**config.mk**
```make
export PLATFORM = sky130hd
export DESIGN_NAME = hsc_counter
export DESIGN_NICKNAME = d
export VERILOG_FILES = /design/src/verilog/hsc_pkg.sv /design/src/verilog/hsc_counter.sv
export VERILOG_INCLUDE_DIRS = /design/src /design/src/verilog
export SDC_FILE = /design/constraint.sdc
export NUM_CORES = 1
export LEC_CHECK = 0
export BUFFER_PORTS_ARGS = -buffer_cell sky130_fd_sc_hd__buf_2
export CAP_MARGIN = 20
export CORE_ASPECT_RATIO = 1.5
export CORE_UTILIZATION = 45
export DETAILED_ROUTE_END_ITERATION = 12
export HOLD_SLACK_MARGIN = 0.05
export PLACE_DENSITY = 0.74
export SLEW_MARGIN = 30
export SYNTH_ARGS = -nofsm -noshare
export SYNTH_HDL_FRONTEND = slang
export SYNTH_SLANG_ARGS = --single-unit
```
**constraint.sdc**
```tcl
create_clock -name clk_sys -period 12.6 [get_ports clk_sys]
set_input_delay 1.89 -clock clk_sys [delete_from_list [all_inputs] [get_ports clk_sys]]
set_output_delay 1.89 -clock clk_sys [all_outputs]
set_load 0.01 [all_outputs]
```
**src/verilog/hsc_defs.svh**
```systemverilog
// Constants for the high-speed counter: modes, status codes, widths, timing.
`ifndef HSC_DEFS_SVH
`define HSC_DEFS_SVH
`define HSC_CNT_W 32
`define HSC_OUT_W 4
`define HSC_IN_W 12
`define HSC_GRP_W 3
`define HSC_MODE_W 4
`define HSC_MODE_MAX 4'h9
`define HSC_GRP_MAX 3'h5
`define HSC_STS_W 8
`define HSC_STS_IDLE 8'h00
`define HSC_STS_RUN 8'h01
`define HSC_STS_BADCFG 8'h04
`define HSC_FILT_W 8
`define HSC_FILT_RST 8'h02
`endif

```
**src/verilog/hsc_pkg.sv**
```systemverilog
// Types for the high-speed counter: configuration record and status record.
package hsc_pkg;
    `include "hsc_defs.svh"
    // Configuration record from the controlling party
    typedef struct packed {
        logic preset_schedule_enable;
        logic [`HSC_GRP_W-1:0] input_group_select;
        logic [`HSC_MODE_W-1:0] count_mode;
        logic signed [`HSC_CNT_W-1:0] high_preset_value;
        logic signed [`HSC_CNT_W-1:0] low_preset_value;
        logic signed [`HSC_CNT_W-1:0] overflow_limit;
        logic signed [`HSC_CNT_W-1:0] underflow_limit;
        logic [`HSC_OUT_W-1:0] output_enable_mask;
        logic [`HSC_OUT_W-1:0] high_preset_output_pattern;
        logic [`HSC_OUT_W-1:0] low_preset_output_pattern;
    } counter_config_record_s;
    // Count status reported back
    typedef struct packed {
        logic signed [`HSC_CNT_W-1:0] accumulator;
        logic high_preset_reached;
        logic low_preset_reached;
        logic overflow;
        logic underflow;
        logic count_up;
    } counter_status_record_s;
endpackage

```
**src/verilog/hsc_counter.sv**
```systemverilog
// High-speed counter with presets, limits and masked output control.
`timescale 1ns/1ps
`include "hsc_defs.svh"
module hsc_counter #(
    parameter int FILT_W = `HSC_FILT_W
) (
    input wire logic clk_sys,
    input wire logic reset_n,
    input wire logic counter_enable,
    input wire hsc_pkg::counter_config_record_s counter_config_record,
    input wire logic [FILT_W-1:0] filter_cycles,
    input wire logic group1_in_use,
    input wire logic [`HSC_IN_W-1:0] embedded_inputs,
    output logic [`HSC_OUT_W-1:0] embedded_outputs,
    output hsc_pkg::counter_status_record_s counter_status_record,
    output logic [`HSC_STS_W-1:0] status_code,
    output logic config_fault
);
    import hsc_pkg::*;

    // =============================================
    // Parameter check
    // Refused at elaboration, so a bad width never reaches a netlist
    if (FILT_W < 1 || FILT_W > 16) begin : g_bad_filt
        $error("hsc_counter: FILT_W out of range");
    end

    // =============================================
    // Input synchronisers and filters
    logic [`HSC_IN_W-1:0] sync1_r; // First stage, read only by second
    logic [`HSC_IN_W-1:0] sync2_r; // Second stage
    logic [`HSC_IN_W-1:0] filt_r; // Debounced level
    logic [`HSC_IN_W-1:0] filt_nxt;
    logic [`HSC_IN_W-1:0] prev_r; // Last filtered level, for edges
    logic [FILT_W-1:0] fcnt_r [`HSC_IN_W]; // Per-pin stability counters
    logic [FILT_W-1:0] fcnt_nxt [`HSC_IN_W];

    // Two-stage synchroniser for the asynchronous pins
    always_ff @(posedge clk_sys or negedge reset_n) begin
        if (!reset_n) begin
            sync1_r <= '0;
            sync2_r <= '0;
        end else begin
            sync1_r <= embedded_inputs;
            sync2_r <= sync1_r;
        end
    end

    // A pin must hold a new level for filter_cycles + 1 cycles before it is accepted;
    // longer settings reject more bounce but cap the top count rate
    genvar gi;
    generate
        for (gi = 0; gi < `HSC_IN_W; gi++) begin : g_filt
            always_comb begin
                filt_nxt[gi] = filt_r[gi];
                fcnt_nxt[gi] = '0;
                if (sync2_r[gi] != filt_r[gi]) begin
                    if (fcnt_r[gi] >= filter_cycles) begin
                        filt_nxt[gi] = sync2_r[gi];
                    end else begin
                        fcnt_nxt[gi] = fcnt_r[gi] + 1'b1;
                    end
                end
            end
            always_ff @(posedge clk_sys or negedge reset_n) begin
                if (!reset_n) begin
                    filt_r[gi] <= 1'b0;
                    fcnt_r[gi] <= '0;
                end else begin
                    filt_r[gi] <= filt_nxt[gi];
                    fcnt_r[gi] <= fcnt_nxt[gi];
                end
            end
        end
    endgenerate

    always_ff @(posedge clk_sys or negedge reset_n) begin
        if (!reset_n) begin
            prev_r <= '0;
        end else begin
            prev_r <= filt_r;
        end
    end

    // =============================================
    // Configuration check and input routing
    // Odd modes need a group that owns reset and hold pins
    function automatic logic cfg_valid(input counter_config_record_s c, input logic g1);
        logic ok;
        ok = (c.count_mode <= `HSC_MODE_MAX) && (c.input_group_select <= `HSC_GRP_MAX);
        if (c.count_mode[0] && !(c.input_group_select == 3'h0 ||
            c.input_group_select == 3'h2 || c.input_group_select == 3'h4)) begin
            ok = 1'b0;
        end
        if (c.input_group_select == 3'h0 && g1) begin
            ok = 1'b0;
        end
        if (c.preset_schedule_enable) begin
            ok = 1'b0;
        end
        if (!c.count_mode[3] && c.count_mode[2:1] == 2'b00) begin
            // Low preset plays no part in the up modes, not even in this check
            ok = ok && (c.high_preset_value > 0);
        end else begin
            ok = ok && (c.high_preset_value > c.low_preset_value) &&
                (c.underflow_limit <= c.low_preset_value);
        end
        return ok && (c.overflow_limit >= c.high_preset_value);
    endfunction

    counter_config_record_s cfg;
    assign cfg = counter_config_record;
    logic valid;
    assign valid = cfg_valid(cfg, group1_in_use);
    logic ch_a;
    logic ch_b;
    logic ext_rst;
    logic ext_hold;
    logic a_rise;
    logic a_edge;
    logic b_rise;
    logic b_edge;
    logic [3:0] base; // First pin of the selected group
    logic uses_ext;

    // Each group takes two pins; in odd modes groups 0/2/4 borrow the next pair as reset
    // and hold, which is why the pair's own group is then unusable
    always_comb begin
        base = {cfg.input_group_select, 1'b0};
        ch_a = filt_r[base];
        ch_b = filt_r[base + 4'h1];
        a_rise = filt_r[base] && !prev_r[base];
        a_edge = filt_r[base] ^ prev_r[base];
        b_rise = filt_r[base + 4'h1] && !prev_r[base + 4'h1];
        b_edge = filt_r[base + 4'h1] ^ prev_r[base + 4'h1];
        uses_ext = cfg.count_mode[0];
        ext_rst = uses_ext && filt_r[base + 4'h2];
        ext_hold = uses_ext && filt_r[base + 4'h3];
    end

    // =============================================
    // Count step per mode
    logic inc;
    logic dec;
    logic dir_up;
    always_comb begin
        inc = 1'b0;
        dec = 1'b0;
        unique case (cfg.count_mode[3:1])
            3'h0: inc = a_rise;
            3'h1: begin
                inc = a_rise && ch_b;
                dec = a_rise && !ch_b;
            end
            3'h2: begin
                inc = a_rise && !b_rise;
                dec = b_rise && !a_rise;
            end
            3'h3: begin
                inc = a_rise && !ch_b;
                dec = a_rise && ch_b;
            end
            3'h4: begin
                // x4: every single-phase edge, direction from phase relation
                inc = (a_edge && (ch_a != ch_b)) || (b_edge && (ch_a == ch_b));
                dec = (a_edge && (ch_a == ch_b)) || (b_edge && (ch_a != ch_b));
                if (a_edge && b_edge) begin
                    inc = 1'b0; // Both moved: lost step, drop it
                    dec = 1'b0;
                end
            end
            default: ;
        endcase
        dir_up = inc;
    end

    // =============================================
    // Accumulator, presets and outputs
    logic signed [`HSC_CNT_W-1:0] acc_r;
    logic signed [`HSC_CNT_W-1:0] acc_nxt;
    logic [`HSC_OUT_W-1:0] out_r;
    logic [`HSC_OUT_W-1:0] out_nxt;
    logic hp_r, hp_nxt, lp_r, lp_nxt, of_r, of_nxt, uf_r, uf_nxt, up_r, up_nxt;
    logic [`HSC_STS_W-1:0] sts_r;
    logic [`HSC_STS_W-1:0] sts_nxt;
    logic fault_r;
    logic fault_nxt;
    logic up_mode;
    assign up_mode = (cfg.count_mode[3:1] == 3'h0);

    always_comb begin
        acc_nxt = acc_r;
        out_nxt = out_r;
        hp_nxt = 1'b0;
        lp_nxt = 1'b0;
        of_nxt = of_r;
        uf_nxt = uf_r;
        up_nxt = up_r;
        fault_nxt = fault_r;
        sts_nxt = sts_r;
        if (!counter_enable) begin
            sts_nxt = `HSC_STS_IDLE;
            fault_nxt = 1'b0;
        end else if (!valid || fault_r) begin
            sts_nxt = `HSC_STS_BADCFG;
            fault_nxt = 1'b1; // Latched until enable drops
        end else begin
            sts_nxt = `HSC_STS_RUN;
            if (ext_rst) begin
                acc_nxt = '0;
                out_nxt = '0; // Reset drops preset outputs
                of_nxt = 1'b0;
                uf_nxt = 1'b0;
            end else if (!ext_hold && (inc || dec)) begin
                up_nxt = dir_up;
                acc_nxt = inc ? acc_r + 1 : acc_r - 1;
                if (acc_nxt > cfg.overflow_limit) begin
                    of_nxt = 1'b1;
                    acc_nxt = cfg.underflow_limit; // Wraps to the far limit
                end else if (acc_nxt < cfg.underflow_limit) begin
                    uf_nxt = 1'b1;
                    acc_nxt = cfg.overflow_limit;
                end
                if (inc && acc_nxt == cfg.high_preset_value) begin
                    hp_nxt = 1'b1;
                    // Only masked outputs are touched
                    out_nxt = (out_r & ~cfg.output_enable_mask) | (cfg.output_enable_mask &
                        (out_r | cfg.high_preset_output_pattern));
                    if (up_mode) begin
                        acc_nxt = '0;
                    end
                end else if (dec && !up_mode && acc_nxt == cfg.low_preset_value) begin
                    lp_nxt = 1'b1;
                    out_nxt = (out_r & ~(cfg.output_enable_mask & cfg.high_preset_output_pattern))
                        | (cfg.output_enable_mask & cfg.low_preset_output_pattern);
                end
            end
        end
    end

    always_ff @(posedge clk_sys or negedge reset_n) begin
        if (!reset_n) begin
            acc_r <= '0;
            out_r <= '0;
            hp_r <= 1'b0;
            lp_r <= 1'b0;
            of_r <= 1'b0;
            uf_r <= 1'b0;
            up_r <= 1'b0;
            sts_r <= `HSC_STS_IDLE;
            fault_r <= 1'b0;
        end else begin
            acc_r <= acc_nxt;
            out_r <= out_nxt;
            hp_r <= hp_nxt;
            lp_r <= lp_nxt;
            of_r <= of_nxt;
            uf_r <= uf_nxt;
            up_r <= up_nxt;
            sts_r <= sts_nxt;
            fault_r <= fault_nxt;
        end
    end

    assign embedded_outputs = out_r;
    assign counter_status_record = '{acc_r, hp_r, lp_r, of_r, uf_r, up_r};
    assign status_code = sts_r;
    assign config_fault = fault_r;

    // =============================================
    // Assertions
    up_clear_a: assert property (@(posedge clk_sys) disable iff (!reset_n)
        hp_r && $past(up_mode) |-> acc_r == 0) else $error("up mode did not clear");
    odd_group_a: assert property (@(posedge clk_sys) disable iff (!reset_n)
        counter_enable && cfg.count_mode[0] && cfg.input_group_select == 3'h1
        |=> status_code == `HSC_STS_BADCFG) else $error("odd mode accepted group 1");
    mask_gate_a: assert property (@(posedge clk_sys) disable iff (!reset_n)
        $stable(cfg.output_enable_mask) && !$past(ext_rst)
        |-> ((out_r ^ $past(out_r)) & ~cfg.output_enable_mask) == 0)
        else $error("unmasked output changed");
    hp_out_a: assert property (@(posedge clk_sys) disable iff (!reset_n)
        hp_r |-> (out_r & $past(cfg.output_enable_mask & cfg.high_preset_output_pattern))
        == $past(cfg.output_enable_mask & cfg.high_preset_output_pattern))
        else $error("high preset output missing");
    lp_out_a: assert property (@(posedge clk_sys) disable iff (!reset_n)
        lp_r |-> (out_r & $past(cfg.output_enable_mask & cfg.low_preset_output_pattern))
        == $past(cfg.output_enable_mask & cfg.low_preset_output_pattern))
        else $error("low preset output missing");
    run_sts_a: assert property (@(posedge clk_sys) disable iff (!reset_n)
        counter_enable && valid && !fault_r |=> status_code == `HSC_STS_RUN)
        else $error("run status missing");
    cfg_fault_a: assert property (@(posedge clk_sys) disable iff (!reset_n)
        counter_enable && !valid |=> config_fault ##1 (config_fault || !$past(counter_enable)))
        else $error("fault not raised");
    hold_count_a: assert property (@(posedge clk_sys) disable iff (!reset_n)
        (!counter_enable || (ext_hold && !ext_rst)) |=> $stable(acc_r))
        else $error("count moved while held or disabled");
    no_lp_up_a: assert property (@(posedge clk_sys) disable iff (!reset_n)
        $past(up_mode) |-> !lp_r) else $error("low preset in up mode");
endmodule

```
==> metrics.txt, run 1 <==
Tightest Pin Transition 1.065 ns; most common cell after layout, fill and taps aside ha_1; sequential-to-total area share from yosys stat 0.2568; crit path launch counter_config_record[144]; Post-synth EDFFs 0; number of fill cells in the layout 3760; Cell Area, Synth 0.01832 mm²; gr ovfl total 0; dpl ws 0.5973 ns; worst reg2reg path depth 33; worst hold path stage count 0; DIE AREA 0.04154 mm²; Yosys cell types 95; layout cells sized above 1 0.1435; post-synthesis instance total 2101; leading register cell type out of synthesis dfrtp_1; reg2reg setup slack 2.17 ns; kind of critical path input pin to register; hold path endpoint sync2_r[5]; FMAX 84.81 MHz; Synth-to-Final Area Change 12.36%; arrival time at the worst endpoint 12.14 ns; XOR/XNOR share of the synthesized area 0.09166; Initial Util 0.4557; most frequent cells in the layout ha_1, buf_2, dfrtp_1; vias 17.45k; final count of hold timing violations 0; pin count of the biggest net entering global routing 114; post-CTS setup buffers 0; clk slew on worst S/H paths 0.08 ns; fin area 0.02058 mm²; CP endpoint kind register; # IOs 222; Std-Cell Rows 90; max incr delay on CP 0.77 ns; Post-Synth Simple-Gate Area 0.1802; Reg2Reg Launch Point filt_r[1]; Max-Cap Viols 0; minimum clock period 11.79 ns; cts repair resizes 0; status finished, final reports clean; CTS Root Cell clkbuf_16; Syn Area/Cell 8.719 µm²; Compound-Gate Fraction of Synth Area 0.1899; Slew Limit Fails 0; TritonCTS Buffers 17; Avg Vias per Cell 6.166; mux share of post-synthesis cell area 0.02336; worst skew pair latency 0.47 ns; fin worst setup slack 0.8088 ns; # placed instances 2796; Residual DRC 0; Final setup viols 0; Lkg Pwr 10.45 nW; RSZ-0062 raised after global routing false; main combinational cell family by area after synthesis adder cells; Yosys reg bits 188; post-synthesis adder-cell area fraction 0.2080; Final HPWL DP 56.79 mm; WL per Instance 24.85 µm; TritonCTS Sinks 188; pwr dens 289.4 mW/mm²; Peak VDD IR 0.1755 mV; Hold Startpoint sync1_r[5]; synth warn 0; relative slew slack 0.2843; Die Y 249.1 µm; final cycle utilization of the critical path 0.9358; Placed Area 0.01995 mm²; skew final 0.01726 ns; CTS H-tree depth 4; Total Wirelength 70.31 mm; Core Util, Final 0.5120; CP Launch Type input pin; Post-CTS Hold Buffers 0; Slowest cell on crit path o41ai_1; first-pass GRT wire length 105.0 mm; CP Max Fanout 32; worst r2r dst acc_r[1]; Nets 2786; Clock Tree Buf Depth 2; core area 0.04020 mm²; Hold WC Path Type register to register; die span in x 166.7 µm; Post-DRT Antenna Nets 0; GR Util All Layers 0.3415; Data required, critical path 12.95 ns; CTS tree yes; vias in the first global route 17.62k; Pre-antenna DRT Iters 5; DRT iter0 DRCs 1144; setup_tns 0 ns; fin cells 2829; placer's final routability congestion estimate 1.042; Buffers on Ports 215; asr flop ratio synth 1.000; initial antenna violation count 6
-- registers in the layout, summed over array words and instances (netlist names) --
signal	cells
lp_r	1
sync1_r	12
of_r	1
up_r	1
acc_r	32
config_fault	1
status_code	2
prev_r	12
uf_r	1
sync2_r	12
embedded_outputs	4
filt_r	12
hp_r	1
fcnt_r	96
-- cells in the mapped netlist (7+ instances only) --
cell       number  area share
nand2b_1       49       0.017
a21oi_1       134       0.037
mux2_2         18       0.011
a22o_1         27       0.013
nor3_1         35      0.0096
a21o_1         38       0.016
o31ai_1        23      0.0094
xor2_1         87       0.042
o2111ai_1       7      0.0033
nor4_1         23      0.0079
xnor2_1        94       0.045
o21a_1         24      0.0098
clkbuf_1       27      0.0055
dfrtp_1       188        0.26
a31oi_1        13      0.0044
nand2_1       122       0.025
o21ai_0        87       0.024
a2111oi_0       9      0.0043
a211oi_1       15      0.0061
and3_1         45       0.015
nand3_1        86       0.023
o22ai_1        12      0.0041
mux2i_1         9      0.0049
or3_1           9      0.0031
inv_1         169       0.035
nor2b_1        44       0.015
buf_4          17      0.0070
ha_1          303        0.21
nand4_1        52       0.018
nor2_1        166       0.034
o211ai_1       28       0.011
-- through the flow --
stage	hold WS [ns]	power [W]
6_report	0.3523	0.005956
5_1_grt	0.3560	0.006324
4_1_cts	0.3546	0.005840
3_5_place_dp	0.3393	0.005257
3_3_place_gp	0.3332	0.005263
2_1_floorplan	0.3312	0.003744
-- how the worst max path moves through the flow --
stage | to | slack (ns) | depth (start not counted)
floorplan | acc_r[30] | 2.71 | 33
global placement | acc_r[1] | 0.91 | 34
detailed placement | acc_r[1] | 0.60 | 34
CTS | acc_r[1] | 1.06 | 34
global route | acc_r[1] | 0.25 | 34
finish | acc_r[1] | 0.81 | 34
-- final cells by class --
| cell class | instances | area [µm²] | area share |
|---|---|---|---|
| flip-flops and latches | 188 | 4705 | 0.2286 |
| clock buffers | 17 | 425.4 | 0.02067 |
| well taps | 506 | 633.1 | 0.03076 |
| repair buffers | 236 | 1267 | 0.06158 |
| clock inverters | 13 | 163.9 | 0.007963 |
| inverters | 171 | 641.9 | 0.03118 |
| diodes | 2 | 5.005 | 0.0002431 |
| multi-input cells | 1696 | 12740 | 0.6190 |
-- critical path, delay by kind of cell --
| kind | cells | cell delay (ns) |
|---|---|---|
| adders and majority gates | 3 | 1.09 |
| buffers and inverters | 5 | 1.28 |
| xor gates and xnor gates | 2 | 0.55 |
| and+or+nand+nor | 10 | 2.46 |
| muxes | 2 | 0.70 |
| AOI/OAI and AO/OA | 12 | 4.10 |
-- where the power goes --
part,total (W),leakage [nW],internal [W],switching [W]
Clock,0.000560,0.280,0.000296,0.000264
Sequential,0.000792,2.52,0.000689,0.000103
Combinational,0.00460,7.65,0.00158,0.00302
-- kinds of logic (layout without fill, tap and decap cells) --
family | after synthesis | in the layout
fa+ha+maj | 304 | 304
buf+inv | 222 | 437
simple gates | 657 | 657
compound gates | 510 | 510
mux | 33 | 33
flops | 188 | 188
xor+xnor | 186 | 186
other cells | 1 | 8
-- per-layer routing --
layer	routed length (µm)	part of all wire	vias up	global-route usage
met1	25930	0.37	8434	0.3693
met4	6295	0.090	10	0.2810
li1	-	-	8055	-
met5	64	0.00091	-	0
met3	3566	0.051	253	0.04973
met2	34450	0.49	693	0.5915
(Power assumes the default switching activity.)
==> run 2: changes to the inputs <==
- MAX_ROUTING_LAYER: default -> met4
==> run 2 against run 1 <==
Highest routed layer is now met4. Via count fell by 0.57%. Global-route usage up 1.8 points. Utilization down 0.075 points.
==> metrics.txt, run 2 (same netlist as run 1, synthesis figures left out) <==
status finished, final reports clean (unchanged); Std-Cell Rows 90 (unchanged); gr ovfl total 0 (unchanged); clk slew on worst S/H paths 0.08 ns (about the same); crit path to acc_r[1] (unchanged); final cycle utilization of the critical path 0.9426 (was 0.9358); Peak VDD IR 0.1859 mV (was 0.1755 mV); fin area 0.02055 mm² (was 0.02058 mm²); post-CTS setup buffers 0 (unchanged); Post-CTS Hold Buffers 0 (unchanged); skew final 0.02324 ns (was 0.01726 ns); Avg Vias per Cell 6.116 (was 6.166); CTS H-tree depth 4 (unchanged); minimum clock period 11.88 ns (was 11.79 ns); vias 17.35k (was 17.45k); Most flops, register fcnt_r (unchanged); TritonCTS Sinks 188 (unchanged); RSZ-0062 raised after global routing false (unchanged); Power Internal 0.002526 W (was 0.002566 W); worst skew pair latency 0.47 ns (about the same); most frequent cells in the layout ha_1, buf_2, dfrtp_1 (unchanged); Total Wirelength 71.58 mm (was 70.31 mm); Hold WC Path Type register to register (unchanged); Clock Tree Buf Depth 2 (unchanged); pin count of the biggest net entering global routing 109 (was 114); initial antenna violation count 7 (was 6); layout cells sized above 1 0.1425 (was 0.1435); Pre-antenna DRT Iters 6 (was 5); arrival time at the worst endpoint 12.24 ns (was 12.14 ns); pwr dens 290.3 mW/mm² (was 289.4 mW/mm²); # IOs 222 (unchanged); setup_tns 0 ns (unchanged); final count of hold timing violations 0 (unchanged); switching share of total power 0.5767 (was 0.5692); sequential group share of total power 0.132 (was 0.133); Max-Cap Viols 0 (unchanged); Final setup viols 0 (unchanged); DRT iter0 DRCs 1060 (was 1144); CP endpoint kind register (unchanged); Nets 2786 (unchanged); Largest regs fcnt_r: 96 flops, acc_r: 32 flops (unchanged); placer's final routability congestion estimate 1.042 (about the same); footprint of the multi-input gates 0.01274 mm² (about the same); vias in the first global route 17.84k (was 17.62k); TritonCTS Buffers 17 (unchanged); CP Launch Type input pin (unchanged); number of fill cells in the layout 3827 (was 3760); core area 0.04020 mm² (unchanged); Post-DRT Antenna Nets 0 (unchanged); Initial Util 0.4557 (unchanged); die span in x 166.7 µm (unchanged); Clock power frac 0.091 (was 0.094); CTS tree yes (unchanged); Final HPWL DP 58.23 mm (was 56.79 mm); DIE AREA 0.04154 mm² (unchanged); Slew Limit Fails 0 (unchanged); first-pass GRT wire length 106.7 mm (was 105.0 mm); max reg flops 96 (unchanged); Data required, critical path 12.96 ns (was 12.95 ns); crit path launch counter_config_record[144] (unchanged); sw power 0.003441 W (was 0.003390 W); worst reg2reg path depth 33 (unchanged); most common cell after layout, fill and taps aside ha_1 (unchanged); Reg2Reg Launch Point filt_r[1] (unchanged); relative slew slack 0.3864 (was 0.2843); GR Util All Layers 0.3596 (was 0.3415); worst r2r dst acc_r[1] (unchanged); CTS Root Cell clkbuf_16 (unchanged); combinational cell fraction of total power 0.777 (was 0.773); kind of critical path input pin to register (unchanged); Placed Area 0.01995 mm² (unchanged); Tot Pwr 0.005967 W (was 0.005956 W); Slowest cell on crit path nor4_1 (was o41ai_1); Tightest Pin Transition 0.9120 ns (was 1.065 ns); max incr delay on CP 0.76 ns (was 0.77 ns); CP Max Fanout 32 (unchanged); WL per Instance 25.24 µm (was 24.85 µm); Residual DRC 0 (unchanged); reg2reg setup slack 2.06 ns (was 2.17 ns); WP depth 34 (unchanged); sequential standard cell area 0.004705 mm² (unchanged); FMAX 84.20 MHz (was 84.81 MHz); cts repair resizes 0 (unchanged); Buffers on Ports 215 (unchanged); Synth-to-Final Area Change 12.20% (was 12.36%); critical path's top delay family compound AO/OA/AOI/OAI gates (unchanged); Worst Path Buf+Inv 5 (unchanged); Die Y 249.1 µm (unchanged); Lkg Pwr 10.43 nW (was 10.45 nW)
run 2: worst min-delay path by stage:
| stage | to | slack [ns] | start | depth (start not counted) |
|---|---|---|---|---|
| floorplan | sync2_r[0] | 0.33 | sync1_r[0] | 0 |
| CTS | sync2_r[11] | 0.35 | sync1_r[11] | 0 |
| global route | sync2_r[6] | 0.36 | sync1_r[6] | 0 |
| global placement | sync2_r[9] | 0.33 | sync1_r[9] | 0 |
| finish | sync2_r[11] | 0.35 | sync1_r[11] | 0 |
| detailed placement | sync2_r[11] | 0.33 | sync1_r[11] | 0 |
run 2: cell type report:
cell class / instances / area share
well taps: 506 / 0.03080
flip-flops and latches: 188 / 0.2289
diodes: 7 / 0.0008523
repair buffers: 236 / 0.06167
clock inverters: 11 / 0.004992
inverters: 171 / 0.03123
clock buffers: 21 / 0.02192
multi-input cells: 1696 / 0.6197
run 2: power by group through the flow:
stage | registers [W] | logic, W | clock network [W]
2_1_floorplan | 0.000771 | 0.00297 | 0
3_3_place_gp | 0.000798 | 0.00450 | 0
3_5_place_dp | 0.000801 | 0.00449 | 0
4_1_cts | 0.000790 | 0.00452 | 0.000548
5_1_grt | 0.000802 | 0.00496 | 0.000566
6_report | 0.000790 | 0.00464 | 0.000541
run 2: layer usage:
| layer | vias to the layer above | routed length [µm] | GRT usage |
|---|---|---|---|
| li1 | 8060 | - | - |
| met1 | 8279 | 26110 | 0.3644 |
| met2 | 705 | 34400 | 0.6004 |
| met3 | 302 | 3689 | 0.05593 |
| met4 | 0 | 7371 | 0.3217 |
| met5 | - | 0 | - |
run 2: per-stage QoR:
| step | hold slack (ns) | worst slack, ns | utilization | instances |
|---|---|---|---|---|
| after floorplan | 0.3312 | 2.706 | - | 2106 |
| after global placement | 0.3339 | 0.6851 | 0.4963 | 2796 |
| after detailed placement | 0.3347 | 0.4793 | 0.4963 | 2796 |
| after CTS | 0.3515 | 0.9372 | 0.5100 | 2828 |
| after global routing | 0.3606 | 0.2417 | 0.5113 | 2836 |
| final | 0.3500 | 0.7228 | 0.5113 | 2836 |
